**config.mk**
```make
export PLATFORM = sky130hd
export DESIGN_NAME = hcr_config_regs
export DESIGN_NICKNAME = d
export VERILOG_FILES = /design/src/design/hcr_pkg.sv /design/src/design/hcr_overcurrent_delay_select.sv /design/src/design/hcr_config_regs.sv
export SDC_FILE = /design/constraint.sdc
export NUM_CORES = 1
export LEC_CHECK = 0
export BUFFER_PORTS_ARGS = -buffer_cell sky130_fd_sc_hd__clkbuf_2
export CORE_UTILIZATION = 43
export DETAILED_ROUTE_END_ITERATION = 10
export PLACE_DENSITY = 0.65
export SLEW_MARGIN = 25
export SYNTH_ARGS = -nofsm -noshare
export SYNTH_HDL_FRONTEND = slang
export SYNTH_SLANG_ARGS = --single-unit
export TNS_END_PERCENT = 50
```
**constraint.sdc**
```tcl
create_clock -name clk_i -period 8.2 [get_ports clk_i]
set_clock_uncertainty 0.05 [all_clocks]
set_input_delay 1.64 -clock clk_i [delete_from_list [all_inputs] [get_ports clk_i]]
set_output_delay 1.64 -clock clk_i [all_outputs]
set_load 0.05 [all_outputs]
```
**src/design/hcr_pkg.sv**
```systemverilog
package hcr_pkg;

    // Register offsets of this bank
    localparam logic [7:0] HCR_OFF_POWER_SPEED  = 8'h07;
    localparam logic [7:0] HCR_OFF_POWER_SWITCH = 8'h08;
    localparam logic [7:0] HCR_OFF_FIXED_ATTACH = 8'h09;
    localparam logic [7:0] HCR_OFF_SELF_OFF     = 8'h0a;
    localparam logic [7:0] HCR_OFF_BUS_OFF      = 8'h0b;
    localparam logic [7:0] HCR_OFF_SELF_DRAW    = 8'h0c;

    // Range guarded by the configuration lock
    localparam logic [7:0] HCR_LOCK_LO = 8'h01;
    localparam logic [7:0] HCR_LOCK_HI = 8'h10;

    // Reset value of every register
    localparam logic [7:0] HCR_RESET_VAL = 8'h00;

    // Field positions, power_speed_config
    localparam int HCR_BIT_POWER_SOURCE = 7;
    localparam int HCR_BIT_FS_ONLY      = 5;
    localparam int HCR_BIT_EOP_SUPPRESS = 3;
    localparam int HCR_BIT_OC_MODE_HI   = 2;
    localparam int HCR_BIT_OC_MODE_LO   = 1;
    // Writable bits
    localparam logic [7:0] HCR_MASK_POWER_SPEED  = 8'hae;
    localparam logic [7:0] HCR_MASK_POWER_SWITCH = 8'hb8;
    localparam logic [7:0] HCR_MASK_PORTS        = 8'h06;

    // Field positions, power_switch_config
    localparam int HCR_BIT_DYNAMIC  = 7;
    localparam int HCR_BIT_OC_DLY_HI = 5;
    localparam int HCR_BIT_OC_DLY_LO = 4;
    localparam int HCR_BIT_COMPOUND = 3;

    // Over-current sense encodings
    typedef enum logic [1:0] {
        HCR_OC_GANGED   = 2'h0,
        HCR_OC_RESERVED = 2'h1,
        HCR_OC_NONE_A   = 2'h2,
        HCR_OC_NONE_B   = 2'h3
    } hcr_oc_mode_t;

    // Clock rate and over-current delays
    localparam int HCR_CLK_MHZ    = 125;
    localparam int HCR_OC_US_0    = 100;
    localparam int HCR_OC_US_1    = 2000;
    localparam int HCR_OC_US_2    = 4000;
    localparam int HCR_OC_US_3    = 6000;
    localparam int HCR_OC_CYC_0   = HCR_OC_US_0 * HCR_CLK_MHZ;
    localparam int HCR_OC_CYC_1   = HCR_OC_US_1 * HCR_CLK_MHZ;
    localparam int HCR_OC_CYC_2   = HCR_OC_US_2 * HCR_CLK_MHZ;
    localparam int HCR_OC_CYC_3   = HCR_OC_US_3 * HCR_CLK_MHZ;

    // Upstream draw unit in mA per count
    localparam int HCR_DRAW_UNIT_MA = 2;

endpackage

```
**src/design/hcr_overcurrent_delay_select.sv**
```systemverilog
`timescale 1ns/100ps
// Over-current qualifier: fault must persist for the selected delay
module hcr_overcurrent_delay_select #(
    parameter int CYC_0 = 12500,
    parameter int CYC_1 = 250000,
    parameter int CYC_2 = 500000,
    parameter int CYC_3 = 750000
) (
    // Clock and reset
    input  wire logic       clk_i,
    input  wire logic       reset_n_i,
    // Control
    input  wire logic       enable_i,
    input  wire logic [1:0] delay_sel_i,
    input  wire logic       fault_i,
    // Result
    output logic            tripped_o
);
    logic [19:0] count_r;
    logic [19:0] limit;
    logic        armed;

    // Delay selection
    assign limit = (delay_sel_i == 2'h0) ? 20'(CYC_0) :
                   (delay_sel_i == 2'h1) ? 20'(CYC_1) :
                   (delay_sel_i == 2'h2) ? 20'(CYC_2) : 20'(CYC_3);
    assign armed = enable_i && fault_i;

    // Count while fault persists, trip at the limit
    always_ff @(posedge clk_i) begin
        if (!reset_n_i || !armed) begin
            count_r   <= 20'h00000;
            tripped_o <= 1'b0;
        end else if (count_r >= limit - 20'h00001) begin
            tripped_o <= 1'b1;
        end else begin
            count_r <= count_r + 20'h00001;
        end
    end
endmodule // hcr_overcurrent_delay_select

```
**src/design/hcr_config_regs.sv**
```systemverilog
`timescale 1ns/100ps
// Summary of operation
// - Power-speed bit 7 picks self-powered or bus-powered operation.
// - With dynamic switching on, local power pin decides power source.
// - Power-speed bit 5 set forces full-speed-only attachment.
// - Power-speed bit 3 set suppresses full-speed end-of-packet at EOF1.
// - Sense field 00 ganged, 01 reserved, 1x sensing not supported.
// - Switch bit 7 enables fallback to bus power and return to self.
// - Delay field selects 0.1, 2, 4 or 6 ms over-current delay.
// - Switch bit 3 marks the hub as part of a compound device.
// - Fixed-attach bits 1 and 2 mark ports non-removable; rest zero.
// - Self-powered off mask bits 1, 2 disable ports in self power.
// - Bus-powered off mask bits 1, 2 disable ports in bus power.
// - Upstream draw byte counts 2 mA units; 50 means 100 mA.
// - All registers in this bank reset to zero.
// - Once locked, writes to 01h through 10h are refused until reset.
module hcr_config_regs #(
    parameter int OC_CYC_0 = hcr_pkg::HCR_OC_CYC_0,
    parameter int OC_CYC_1 = hcr_pkg::HCR_OC_CYC_1,
    parameter int OC_CYC_2 = hcr_pkg::HCR_OC_CYC_2,
    parameter int OC_CYC_3 = hcr_pkg::HCR_OC_CYC_3
) (
    // Clock and reset
    input  wire logic       clk_i,
    input  wire logic       reset_n_i,
    // Register access from the serial slave
    input  wire logic [7:0] reg_addr_i,
    input  wire logic       reg_wr_i,
    input  wire logic [7:0] reg_wdata_i,
    output logic [7:0]      reg_rdata_o,
    input  wire logic       config_lock_i,
    // Hub pins and status
    input  wire logic       local_power_sense_pin_i,
    input  wire logic       overcurrent_fault_i,
    // Controls to the hub core
    output logic            self_powered_o,
    output logic            full_speed_only_o,
    output logic            end_packet_suppress_o,
    output logic            overcurrent_sense_on_o,
    output logic            overcurrent_ganged_o,
    output logic            overcurrent_trip_o,
    output logic            compound_device_o,
    output logic [1:0]      fixed_attach_ports_o,
    output logic [1:0]      port_off_o,
    output logic [7:0]      upstream_draw_o
);
    logic [7:0] power_speed_config_r;
    logic [7:0] power_switch_config_r;
    logic [7:0] fixed_attach_port_mask_r;
    logic [7:0] self_powered_port_off_mask_r;
    logic [7:0] bus_powered_port_off_mask_r;
    logic [7:0] self_powered_upstream_draw_r;
    logic       lock_r;
    logic [7:0] rdata_nxt;
    logic       self_mode_nxt;
    logic       oc_trip;

    // Lock gating and address decode
    wire locked_range = (reg_addr_i >= hcr_pkg::HCR_LOCK_LO) &&
                        (reg_addr_i <= hcr_pkg::HCR_LOCK_HI);
    wire wr_ok        = reg_wr_i && !(lock_r && locked_range);
    wire wr_ps = wr_ok && (reg_addr_i == hcr_pkg::HCR_OFF_POWER_SPEED);
    wire wr_sw = wr_ok && (reg_addr_i == hcr_pkg::HCR_OFF_POWER_SWITCH);
    wire wr_fa = wr_ok && (reg_addr_i == hcr_pkg::HCR_OFF_FIXED_ATTACH);
    wire wr_so = wr_ok && (reg_addr_i == hcr_pkg::HCR_OFF_SELF_OFF);
    wire wr_bo = wr_ok && (reg_addr_i == hcr_pkg::HCR_OFF_BUS_OFF);
    wire wr_sd = wr_ok && (reg_addr_i == hcr_pkg::HCR_OFF_SELF_DRAW);

    // Field extraction
    wire dynamic_on  = power_switch_config_r[hcr_pkg::HCR_BIT_DYNAMIC];
    wire mode_bit    = power_speed_config_r[hcr_pkg::HCR_BIT_POWER_SOURCE];
    wire [1:0] oc_mode = power_speed_config_r[hcr_pkg::HCR_BIT_OC_MODE_HI:
                                              hcr_pkg::HCR_BIT_OC_MODE_LO];
    wire [1:0] oc_dly  = power_switch_config_r[hcr_pkg::HCR_BIT_OC_DLY_HI:
                                               hcr_pkg::HCR_BIT_OC_DLY_LO];
    wire oc_sensing  = !oc_mode[1];
    wire oc_ganged   = (oc_mode == hcr_pkg::HCR_OC_GANGED);
    wire eop_off_bit = power_speed_config_r[hcr_pkg::HCR_BIT_EOP_SUPPRESS];

    // Power source: dynamic switching follows the local power pin
    assign self_mode_nxt = dynamic_on ? local_power_sense_pin_i
                                      : mode_bit;

    // Readback mux; undefined offsets return zero
    always_comb begin
        case (reg_addr_i)
            hcr_pkg::HCR_OFF_POWER_SPEED:  rdata_nxt = power_speed_config_r;
            hcr_pkg::HCR_OFF_POWER_SWITCH: rdata_nxt = power_switch_config_r;
            hcr_pkg::HCR_OFF_FIXED_ATTACH: rdata_nxt = fixed_attach_port_mask_r;
            hcr_pkg::HCR_OFF_SELF_OFF:     rdata_nxt = self_powered_port_off_mask_r;
            hcr_pkg::HCR_OFF_BUS_OFF:      rdata_nxt = bus_powered_port_off_mask_r;
            hcr_pkg::HCR_OFF_SELF_DRAW:    rdata_nxt = self_powered_upstream_draw_r;
            default:                       rdata_nxt = 8'h00;
        endcase
    end

    // Over-current delay qualifier
    hcr_overcurrent_delay_select #(
        .CYC_0 (OC_CYC_0),
        .CYC_1 (OC_CYC_1),
        .CYC_2 (OC_CYC_2),
        .CYC_3 (OC_CYC_3)
    ) u_overcurrent_delay_select (
        .clk_i       (clk_i),
        .reset_n_i   (reset_n_i),
        .enable_i    (oc_sensing),
        .delay_sel_i (oc_dly),
        .fault_i     (overcurrent_fault_i),
        .tripped_o   (oc_trip)
    );

    // Register storage; reserved bits are held at zero
    always_ff @(posedge clk_i) begin
        if (!reset_n_i) begin
            power_speed_config_r         <= hcr_pkg::HCR_RESET_VAL;
            power_switch_config_r        <= hcr_pkg::HCR_RESET_VAL;
            fixed_attach_port_mask_r     <= hcr_pkg::HCR_RESET_VAL;
            self_powered_port_off_mask_r <= hcr_pkg::HCR_RESET_VAL;
            bus_powered_port_off_mask_r  <= hcr_pkg::HCR_RESET_VAL;
            self_powered_upstream_draw_r <= hcr_pkg::HCR_RESET_VAL;
        end else begin
            if (wr_ps) begin
                power_speed_config_r <= reg_wdata_i & hcr_pkg::HCR_MASK_POWER_SPEED;
            end
            if (wr_sw) begin
                power_switch_config_r <= reg_wdata_i & hcr_pkg::HCR_MASK_POWER_SWITCH;
            end
            if (wr_fa) begin
                fixed_attach_port_mask_r <= reg_wdata_i & hcr_pkg::HCR_MASK_PORTS;
            end
            if (wr_so) begin
                self_powered_port_off_mask_r <= reg_wdata_i & hcr_pkg::HCR_MASK_PORTS;
            end
            if (wr_bo) begin
                bus_powered_port_off_mask_r <= reg_wdata_i & hcr_pkg::HCR_MASK_PORTS;
            end
            if (wr_sd) begin
                self_powered_upstream_draw_r <= reg_wdata_i;
            end
        end
    end

    // Lock is sticky until reset
    always_ff @(posedge clk_i) begin
        if (!reset_n_i) begin
            lock_r <= 1'b0;
        end else if (config_lock_i) begin
            lock_r <= 1'b1;
        end
    end

    // Registered outputs to the hub core
    always_ff @(posedge clk_i) begin
        if (!reset_n_i) begin
            reg_rdata_o            <= 8'h00;
            self_powered_o         <= 1'b0;
            full_speed_only_o      <= 1'b0;
            end_packet_suppress_o  <= 1'b0;
            overcurrent_sense_on_o <= 1'b0;
            overcurrent_ganged_o   <= 1'b0;
            overcurrent_trip_o     <= 1'b0;
            compound_device_o      <= 1'b0;
            fixed_attach_ports_o   <= 2'h0;
            port_off_o             <= 2'h0;
            upstream_draw_o        <= 8'h00;
        end else begin
            reg_rdata_o            <= rdata_nxt;
            self_powered_o         <= self_mode_nxt;
            full_speed_only_o      <= power_speed_config_r[hcr_pkg::HCR_BIT_FS_ONLY];
            end_packet_suppress_o  <= eop_off_bit;
            overcurrent_sense_on_o <= oc_sensing;
            overcurrent_ganged_o   <= oc_ganged;
            overcurrent_trip_o     <= oc_trip;
            compound_device_o      <= power_switch_config_r[hcr_pkg::HCR_BIT_COMPOUND];
            fixed_attach_ports_o   <= fixed_attach_port_mask_r[2:1];
            port_off_o             <= self_mode_nxt ? self_powered_port_off_mask_r[2:1]
                                                    : bus_powered_port_off_mask_r[2:1];
            upstream_draw_o        <= self_powered_upstream_draw_r;
        end
    end
endmodule // hcr_config_regs

```
==> results of run 1 <==
## routing by layer
| metal | part of all wire [%] | vias up | routed length, um |
|---|---|---|---|
| li1 | - | 1422 | - |
| met3 | 5.1 | 7 | 381 |
| met5 | 0 | - | 0 |
| met1 | 50 | 1339 | 3730 |
| met2 | 44 | 81 | 3270 |
| met4 | 1.4 | 0 | 104 |
## cell type report
type | count | area [um^2] | area share, %
Clock inverter | 6 | 45.0 | 1.10
Inverter | 13 | 48.8 | 1.19
Tap cell | 102 | 128 | 3.12
Timing Repair Buffer | 51 | 263 | 6.42
Multi-Input combinational cell | 274 | 2040 | 49.8
Sequential cell | 72 | 1440 | 35.2
Clock buffer | 10 | 128 | 3.12
## power groups by stage
stage          Combinational, W  Clock (W)  Sequential, W
2_1_floorplan         0.0000184          0       0.000362
3_3_place_gp          0.0000306          0       0.000360
3_5_place_dp          0.0000312          0       0.000360
4_1_cts               0.0000312   0.000256       0.000352
5_1_grt               0.0000342   0.000275       0.000352
6_report              0.0000310   0.000249       0.000352
## cell usage after synthesis (5+ instances only)
master / n
mux2i_1: 40
nand2b_1: 16
clkbuf_1: 12
nor2b_1: 23
inv_1: 13
nand2_1: 47
nand3_1: 14
nor4_1: 16
ha_1: 24
dfxtp_1: 72
nor2_1: 8
and2_1: 14
nand4_1: 5
a21oi_1: 11
## critical path, stage by stage
cell and delay [ns]:
clkbuf_2 0.12, nor4_4 0.37, nand2_1 0.24, a2111oi_4 0.83
mux2i_1 0.28, nor2b_1 0.06
## layout by cell type, fill, tap and decap left out, types with 3 or more instances in the layout
cell        netlist  final
a211oi_1          3      3
a21oi_1          11     11
a22oi_1           4      4
and2_1           14     14
buf_4             0      3
clkbuf_2          0     48
clkbuf_8          0      9
clkinvlp_4        0      3
dfxtp_1          72     72
ha_1             24     24
inv_1            13     13
mux2i_1          40     40
nand2_1          47     47
nand2b_1         16     16
nand3_1          14     14
nand4_1           5      5
nor2_1            8      8
nor2b_1          23     23
nor4_1           16     16
o21ai_0           4      4
o31ai_1           4      4
or4_1             3      3
## stage by stage
step	utilization, %	setup WS [ns]	cell area, um^2
finish	51.9	4.84	4090
global route	51.9	4.64	4090
CTS	51.9	4.84	4090
detailed placement	49.7	4.49	3920
global placement	49.7	4.54	3920
floorplan	-	4.90	3590
## state kept, by name, indices dropped and copies added (netlist names), 2 cells and up
register                            cells
power_switch_config_r                   4
self_powered_port_off_mask_r            2
bus_powered_port_off_mask_r             2
power_speed_config_r                    5
port_off_o                              2
reg_rdata_o                             8
self_powered_upstream_draw_r            8
fixed_attach_ports_o                    2
fixed_attach_port_mask_r                2
upstream_draw_o                         8
u_overcurrent_delay_select.count_r     20
## path summary, 6_finish.rpt
| check | startpoint | end | cells after the start |
|---|---|---|---|
| worst max-delay path | reg_addr_i[4] | self_powered_upstream_draw_r[1] | 6 |
| worst min-delay path | power_speed_config_r[3] | end_packet_suppress_o | 2 |
| worst max register to register | power_switch_config_r[4] | u_overcurrent_delay_select.count_r[15] | 11 |
| worst min register to register | power_speed_config_r[3] | end_packet_suppress_o | 2 |
## logic make-up after synthesis
family / after synthesis / synth area share, %
compound gates: 40 / 8.47
xor+xnor: 2 / 0.698
fa+ha+maj: 24 / 8.37
buf+inv: 30 / 3.66
flops: 72 / 40.2
mux: 42 / 11.8
simple gates: 166 / 26.8
==> impl_metrics.toml, run 1 <==
[cells_and_area]
diodes = 0
fin_cells = 528
areaGrowthSynthToFinish_pct = 14.0
drive_above_1_share_pct = 18.5
nFillCells = 744
nNetsFinal = 467

[sta]
max_freq_ghz = 0.298
setup_viol = 0
fin_crit_sh_pct = 40.9
maxSlewHeadroom_pct = 28.0
hold_slack_ns = 0.406
rsz0062_at_grt = "false"
fin_crit_ns = 3.36
tightest_slew_ns = 1.08
maxSlewViolCount = 0
tns_ns = 0
hold_violations = 0

[worst_setup_path]
cp.arrival_ns = 3.54
rrSetupSlack_ns = 4.89
critical_path_class = "primary input to register"
required_ns = 8.39
cp-end-kind = "register"
crit_path_max_fanout = 9
start_kind = "primary input"

[floorplan]
io_pins = 49
die_y_um = 93.4
placementRows = 32
core_um2 = 7890
die_x_um = 93.4
die-area_um2 = 8710
start_util_pct = 45.5

[hold_path]
hold_path.class = "register to register"

[cts]
cts_buffer_depth = 2
cts_hold_buffers = 0
clk_latency_ns = 0.34
ctsResizeCount = 0
numClockSinks = 72
cts_root_buffer = "clkbuf_8"
cts-buffers-inserted = 9
clk_pin_slew_worst_paths_ns = 0.08
cts_tree = "yes"
htree_levels = 3
cts_setup_buffers = 0

[logic_synthesis]
syn_area_um2 = 3590
synth_seq_cells = 72
yosys_most_used_dff = "dfxtp_1"
syn_inst = 376
ys.warnings.count = 0
synth_area_leaders = "dfxtp_1 40%, mux2i_1 11%, ha_1 8.4%"
netlist.top_cell.by_area = "dfxtp_1"
yosysTopAreaCellShare_pct = 40.2
ys_async_sr_fraction_pct = 0
synth_cell_types = 47
ys_seq_area_share_pct = 40.2
syn_area_per_cell_um2 = 9.54
synthesis.nets = 422
synth_edf_count = 0

[drt]
drt_iter0_drc = 176
drtAntennaViolNets = 0
drc = 0
vias = 2849
first_pass_iters = 4
via_per_inst = 5.40
wl_per_cell_um = 14.2
postRouteWirelength_mm = 7.49

[job]
maxCapViolations = 0

[power]
power_leakage_nw = 1.60
swShare_pct = 25.1
ir_worst_vdd_v = 0.0000735
p_clk_share_pct = 39.4
intPower_w = 0.000473
power.density_nw_per_um2 = 154
pwr-share-seq_pct = 55.7
pwr-share-comb_pct = 4.9
finalPower_w = 0.000632
power.switching_w = 0.000159

[global_route]
grt_max_degree = 47
grt_antenna_before_repair = 0
grtUsageMet3_pct = 3.58
grt_pass1_wl_mm = 12.4
use_met1_pct = 26.2
grt_usage_pct = 18.3
busiest_layer = "met2"
use_met2_pct = 26.5
first_global_vias = 2600
overflow = 0

[placement]
dp_cells = 512
post-dp-hpwl_mm = 5.31
gp_congestion = 0.821
port_buffers = 48

[status]
status = "finished clean"
No activity file was read; power rests on OpenSTA's default activity.
==> run 2, diff against run 1 <==
ABC_AREA = 1   (was not set)
PLACE_DENSITY = 0.64   (was 0.65)
clock period = 3.1 ns   (was 8.2 ns; I/O delays follow)
==> run 2 against run 1 <==
Effect of this change:
- die area increased by 5.5%
- combinational power rose by 130%
- global-route usage increased by 2.7 points
- critical path depth is 10 higher
- clock-buffer cell count unchanged
- power rose to 3.0 times the previous value
- clock power rose to 3.7 times the previous value
- critical path type is now register to register
- largest cell class unchanged
==> impl_metrics.toml, run 2 <==
[worst_setup_path]
critical_path_class = "register to register"
cp.arrival_ns = 2.84
reg2reg_depth = 16
r2r-end = "u_overcurrent_delay_select.count_r[14]"
cp_slowest_cell = "dfxtp_1"
start_kind = "register"
required_ns = 3.24
reg2reg_from = "power_switch_config_r[4]"
crit_path_max_fanout = 13
critPathTopFamily = "simple AND/OR/NAND/NOR gates"
worstSetupEndpoint = "u_overcurrent_delay_select.count_r[14]"
path_cells = "inv_1, ha_1, nor3b_1, a21oi_1, ha_1, nand2_1, inv_1, nand2_1, nand2_1, nand2_1, nand2_1, inv_1, nand3_1, buf_4, nand2_1, a21oi_1"
cpMostUsedCell = "nand2_1"
startpoint = "power_switch_config_r[4]"
path_depth = 16
cp-end-kind = "register"
worst-path-buf-inv = 4
critical-path-max-stage-delay_ns = 0.42
rrSetupSlack_ns = 0.40

[cells_and_area]
drive_above_1_share_pct = 13.7
largest-register = "u_overcurrent_delay_select.count_r"
final_area_um2 = 4350
layout_commonest_cell = "nand2_1"
nNetsFinal = 640
layout_common_cells = "171 x nand2_1, 72 x dfxtp_1, 62 x nor2_1"
largest_reg_flops = 20
areaGrowthSynthToFinish_pct = 14.9
diodes = 0
post-route-util_pct = 51.9

[floorplan]
placementRows = 33
start_util_pct = 45.2
die_y_um = 95.9
io_pins = 49
die_x_um = 95.9
core_um2 = 8380
die-area_um2 = 9190

[logic_synthesis]
synth_cell_types = 26
syn_area_per_cell_um2 = 6.94
synthesis.nets = 592
netlist_top_cells_count = "171 x nand2_1, 72 x dfxtp_1, 62 x nor2_1"
ys.warnings.count = 0
synth.most_common_cell = "nand2_1"
synth_seq_cells = 72
synth_edf_count = 0
ys_seq_area_share_pct = 38.0
syn_inst = 546
synth_area_leaders = "dfxtp_1 38%, nand2_1 17%, ha_1 7.9%"
syn_area_um2 = 3790
yosysTopAreaCellShare_pct = 38.0
yosys_most_used_dff = "dfxtp_1"
ys_async_sr_fraction_pct = 0
netlist.top_cell.by_area = "dfxtp_1"

[power]
p_clk_share_pct = 47.6
swShare_pct = 22.3
power_leakage_nw = 2.03
ir_worst_vdd_v = 0.000234
power.density_nw_per_um2 = 440
intPower_w = 0.00149
pwr-share-comb_pct = 3.8
power.switching_w = 0.000427
pwr-share-seq_pct = 48.6

[global_route]
grt_max_degree = 28
grt_pass1_wl_mm = 14.8
grt_usage_pct = 21.0
grt_antenna_before_repair = 0
first_global_vias = 3079
overflow = 0

[placement]
place_area_um2 = 4110
port_buffers = 48
post-dp-hpwl_mm = 6.51
pre_cts_slack_ns = 0.425
gp_congestion = 0.838

[drt]
drtAntennaViolNets = 0
met1_length_mm = 4.45
via_per_inst = 4.98
wl_met2_mm = 4.05
met3_length_um = 349
highest_layer = "met4"
vias = 3505
drc = 0
wl_per_cell_um = 12.7
drt_iter0_drc = 174
postRouteWirelength_mm = 8.91
first_pass_iters = 4

[sta]
maxSlewViolCount = 0
rsz0062_at_grt = "false"
tns_ns = 0
hold_violations = 0
fin_crit_ns = 2.70
timing.final.ws_setup_ns = 0.404
fin_crit_sh_pct = 87.0
setup_viol = 0
tightest_slew_ns = 0.763
hold_slack_ns = 0.387
max_freq_ghz = 0.371
maxSlewHeadroom_pct = 49.0

[status]
status = "finished clean"

[cts]
cts_tree = "yes"
cts-buffers-inserted = 9
cts_buffer_depth = 2
numClockSinks = 72
cts_root_buffer = "clkbuf_8"
htree_levels = 3
cts_setup_buffers = 0
clk_latency_ns = 0.35
clk_pin_slew_worst_paths_ns = 0.07
cts_hold_buffers = 0
ctsResizeCount = 0

[job]
maxCapViolations = 0

[hold_path]
min_path_cells = 2
hold_path.class = "register to register"
## run 2: cell types whose count changed in the layout (fill, tap and decap cells not counted), sizes merged, moves of 16 or more
cell and delta:
nor4 -18, nor2 +58, nor2b -23, inv +48
nand2 +124, nand2b -16, a21oi +34, mux2i -40
and2 -16, nand3 +25
## run 2: routing by layer
metal,vias to the layer above,GRT usage (%)
met5,-,0
met4,0,6.34
met3,5,3.55
met2,69,32.6
met1,1606,29.6
li1,1825,-
## run 2: cell type report
class                   instances  area [um^2]
fillers                       835         4030
repair buffers                 55          293
clock inverters                 6          115
flip-flops and latches         72         1440
inverters                      61          229
well taps                     105          131
clock buffers                  10          128
multi-input cells             395         2020
## run 2: kinds of logic (layout without fill, tap and decap cells)
group,after synthesis,after routing,share of synthesized area (%)
AO/OA/AOI/OAI,55,55,7.27
XOR/XNOR,12,12,2.77
adder cells (fa/ha/maj),24,24,7.93
buffers and inverters,79,132,8.72
flip-flops,72,72,38.0
AND/OR/NAND/NOR,304,304,35.3
## run 2: worst register-to-register path: cells and delay by family, from the launching register on
family          cells  cell delay [ns]
compound gates      2             0.12
buf+inv             4             0.54
flops               1             0.42
simple gates        8             0.85
fa+ha+maj           2             0.59
## run 2: how the worst min path moves through the flow
stage | end | start
floorplan | overcurrent_trip_o | u_overcurrent_delay_select.tripped_o
detailed placement | overcurrent_trip_o | u_overcurrent_delay_select.tripped_o
global placement | overcurrent_trip_o | u_overcurrent_delay_select.tripped_o
CTS | overcurrent_trip_o | u_overcurrent_delay_select.tripped_o
global route | overcurrent_trip_o | u_overcurrent_delay_select.tripped_o
finish | overcurrent_trip_o | u_overcurrent_delay_select.tripped_o
## run 2: power groups by stage
stage          clock [W]  sequential, W  combinational [W]
2_1_floorplan          0       0.000958          0.0000372
3_3_place_gp           0       0.000953          0.0000714
3_5_place_dp           0       0.000953          0.0000725
4_1_cts         0.000927       0.000932          0.0000726
5_1_grt         0.000960       0.000932          0.0000797
6_report        0.000911       0.000932          0.0000725
## run 2: stage by stage
| step | instances | total power, W |
|---|---|---|
| 2_1_floorplan | 546 | 0.000996 |
| 3_3_place_gp | 688 | 0.00102 |
| 3_5_place_dp | 688 | 0.00103 |
| 4_1_cts | 704 | 0.00193 |
| 5_1_grt | 704 | 0.00197 |
| 6_report | 704 | 0.00192 |
==> run 3, diff against run 2 <==
CORE_UTILIZATION = 41   (was 43)
MAX_ROUTING_LAYER = met4   (was not set)
PLACE_DENSITY = 0.62   (was 0.64)
clock period = 3.5 ns   (was 3.1 ns; I/O delays follow)
==> run 3 against run 2 <==
Effect of this change:
- the flow now finishes with violations (DRC)
- power is 19% lower
- via count is 1.1% lower
- final cell count up 0.43%
- critical path depth shrank 3
- critical endpoint is now u_overcurrent_delay_select.count_r[9]
- largest power group unchanged
- highest routed layer unchanged
==> impl_metrics.toml, run 3 (same netlist as run 2, synthesis figures left out) <==
[worst_setup_path]
required_ns = 3.70
critical_path_class = "register to register"
cp-end-kind = "register"
cp.arrival_ns = 2.89
start_kind = "register"
crit_path_max_fanout = 21

[cells_and_area]
diodes = 0
nFillCells = 933
nNetsFinal = 640
largest-register = "u_overcurrent_delay_select.count_r"
post-route-util_pct = 48.7
areaGrowthSynthToFinish_pct = 13.8
layout_common_cells = "171 x nand2_1, 72 x dfxtp_1, 62 x nor2_1"
drive_above_1_share_pct = 13.7
layout_commonest_cell = "nand2_1"
largest_reg_flops = 20

[status]
failed_checks = "DRC"
status = "finished, violations left"

[power]
intPower_w = 0.00117
pwr-share-seq_pct = 53.2
power.density_nw_per_um2 = 359
pwr-share-comb_pct = 4.1
ir_worst_vdd_v = 0.000145
p_clk_share_pct = 42.6
power.switching_w = 0.000376
swShare_pct = 24.3
power_leakage_nw = 2.01

[sta]
max_freq_ghz = 0.372
maxSlewHeadroom_pct = 52.6
tightest_slew_ns = 0.710
rsz0062_at_grt = "false"
hold_slack_ns = 0.392
hold_violations = 0
fin_crit_ns = 2.69
tns_ns = 0
timing.final.ws_setup_ns = 0.811
maxSlewViolCount = 0
setup_viol = 0
fin_crit_sh_pct = 76.8

[drt]
wl_per_cell_um = 12.4
drc = 1
vias = 3465
highest_layer = "met4"
drtAntennaViolNets = 0
postRouteWirelength_mm = 8.73
via_per_inst = 4.90
wl_met2_mm = 3.94
met1_length_mm = 4.32
drt_iter0_drc = 142
met3_length_um = 348
first_pass_iters = 8

[floorplan]
die_y_um = 98.1
die_x_um = 98.1
core_um2 = 8850
die-area_um2 = 9630
io_pins = 49
placementRows = 34
start_util_pct = 42.8

[cts]
cts_root_buffer = "clkbuf_8"
clk_pin_slew_worst_paths_ns = 0.08
ctsResizeCount = 0
cts-buffers-inserted = 9
cts_tree = "yes"
clk_latency_ns = 0.34
numClockSinks = 72
cts_hold_buffers = 0
htree_levels = 3
cts_setup_buffers = 0
cts_buffer_depth = 2

[global_route]
first_global_vias = 3224
grt_antenna_before_repair = 0
grt_max_degree = 28
overflow = 0
grt_usage_pct = 19.9
grt_pass1_wl_mm = 14.9

[placement]
gp_congestion = 0.928
post-dp-hpwl_mm = 6.44
pre_cts_slack_ns = 0.820
port_buffers = 48

[job]
maxCapViolations = 0

[hold_path]
hold_path.class = "register to register"
[run 3: power by group through the flow]
stage	Combinational [W]	Sequential (W)	Clock [W]
5_1_grt	0.0000711	0.000825	0.000708
3_5_place_dp	0.0000643	0.000844	0
3_3_place_gp	0.0000634	0.000844	0
4_1_cts	0.0000645	0.000825	0.000679
2_1_floorplan	0.0000329	0.000849	0
6_report	0.0000640	0.000825	0.000660
[run 3: worst paths after layout]
kind / from / end / slack [ns] / cells after the start
max: power_switch_config_r[5] / u_overcurrent_delay_select.count_r[9] / 0.81 / 13
min reg2reg: u_overcurrent_delay_select.tripped_o / overcurrent_trip_o / 0.39 / 2
min: u_overcurrent_delay_select.tripped_o / overcurrent_trip_o / 0.39 / 2
max reg2reg: power_switch_config_r[5] / u_overcurrent_delay_select.count_r[9] / 0.81 / 13
[run 3: layout make-up]
class / instances / area [um^2] / area share, %
multi-input combinational: 395 / 2020 / 46.8
tap: 108 / 135 / 3.13
clock buffer: 10 / 128 / 2.96
timing repair buffer: 55 / 293 / 6.79
clock inverter: 6 / 67.6 / 1.57
inverter: 61 / 229 / 5.31
sequential: 72 / 1440 / 33.4
[run 3: critical path, cell delays in order (launching register included)]
cell	delay (ns)
dfxtp_1	0.43
inv_1	0.16
ha_1	0.30
nor3b_1	0.22
a21oi_1	0.07
ha_1	0.29
nand4_1	0.09
nor2_1	0.16
nand2_1	0.07
buf_4	0.21
nand3_1	0.09
buf_4	0.24
nand2_1	0.07
a21oi_1	0.15
[run 3: layer usage]
layer  vias to the layer above  track usage [%]
met5                         -                -
met4                         0             7.58
met3                        14             2.51
met2                        81             30.7
met1                      1536             26.5
li1                       1834                -
[run 3: stage by stage]
step                cell area, um^2  cells  power (W)
floorplan                      3790    546   0.000882
global placement               4120    691   0.000908
detailed placement             4120    691   0.000909
CTS                            4310    707    0.00157
global route                   4310    707    0.00160
finish                         4310    707    0.00155
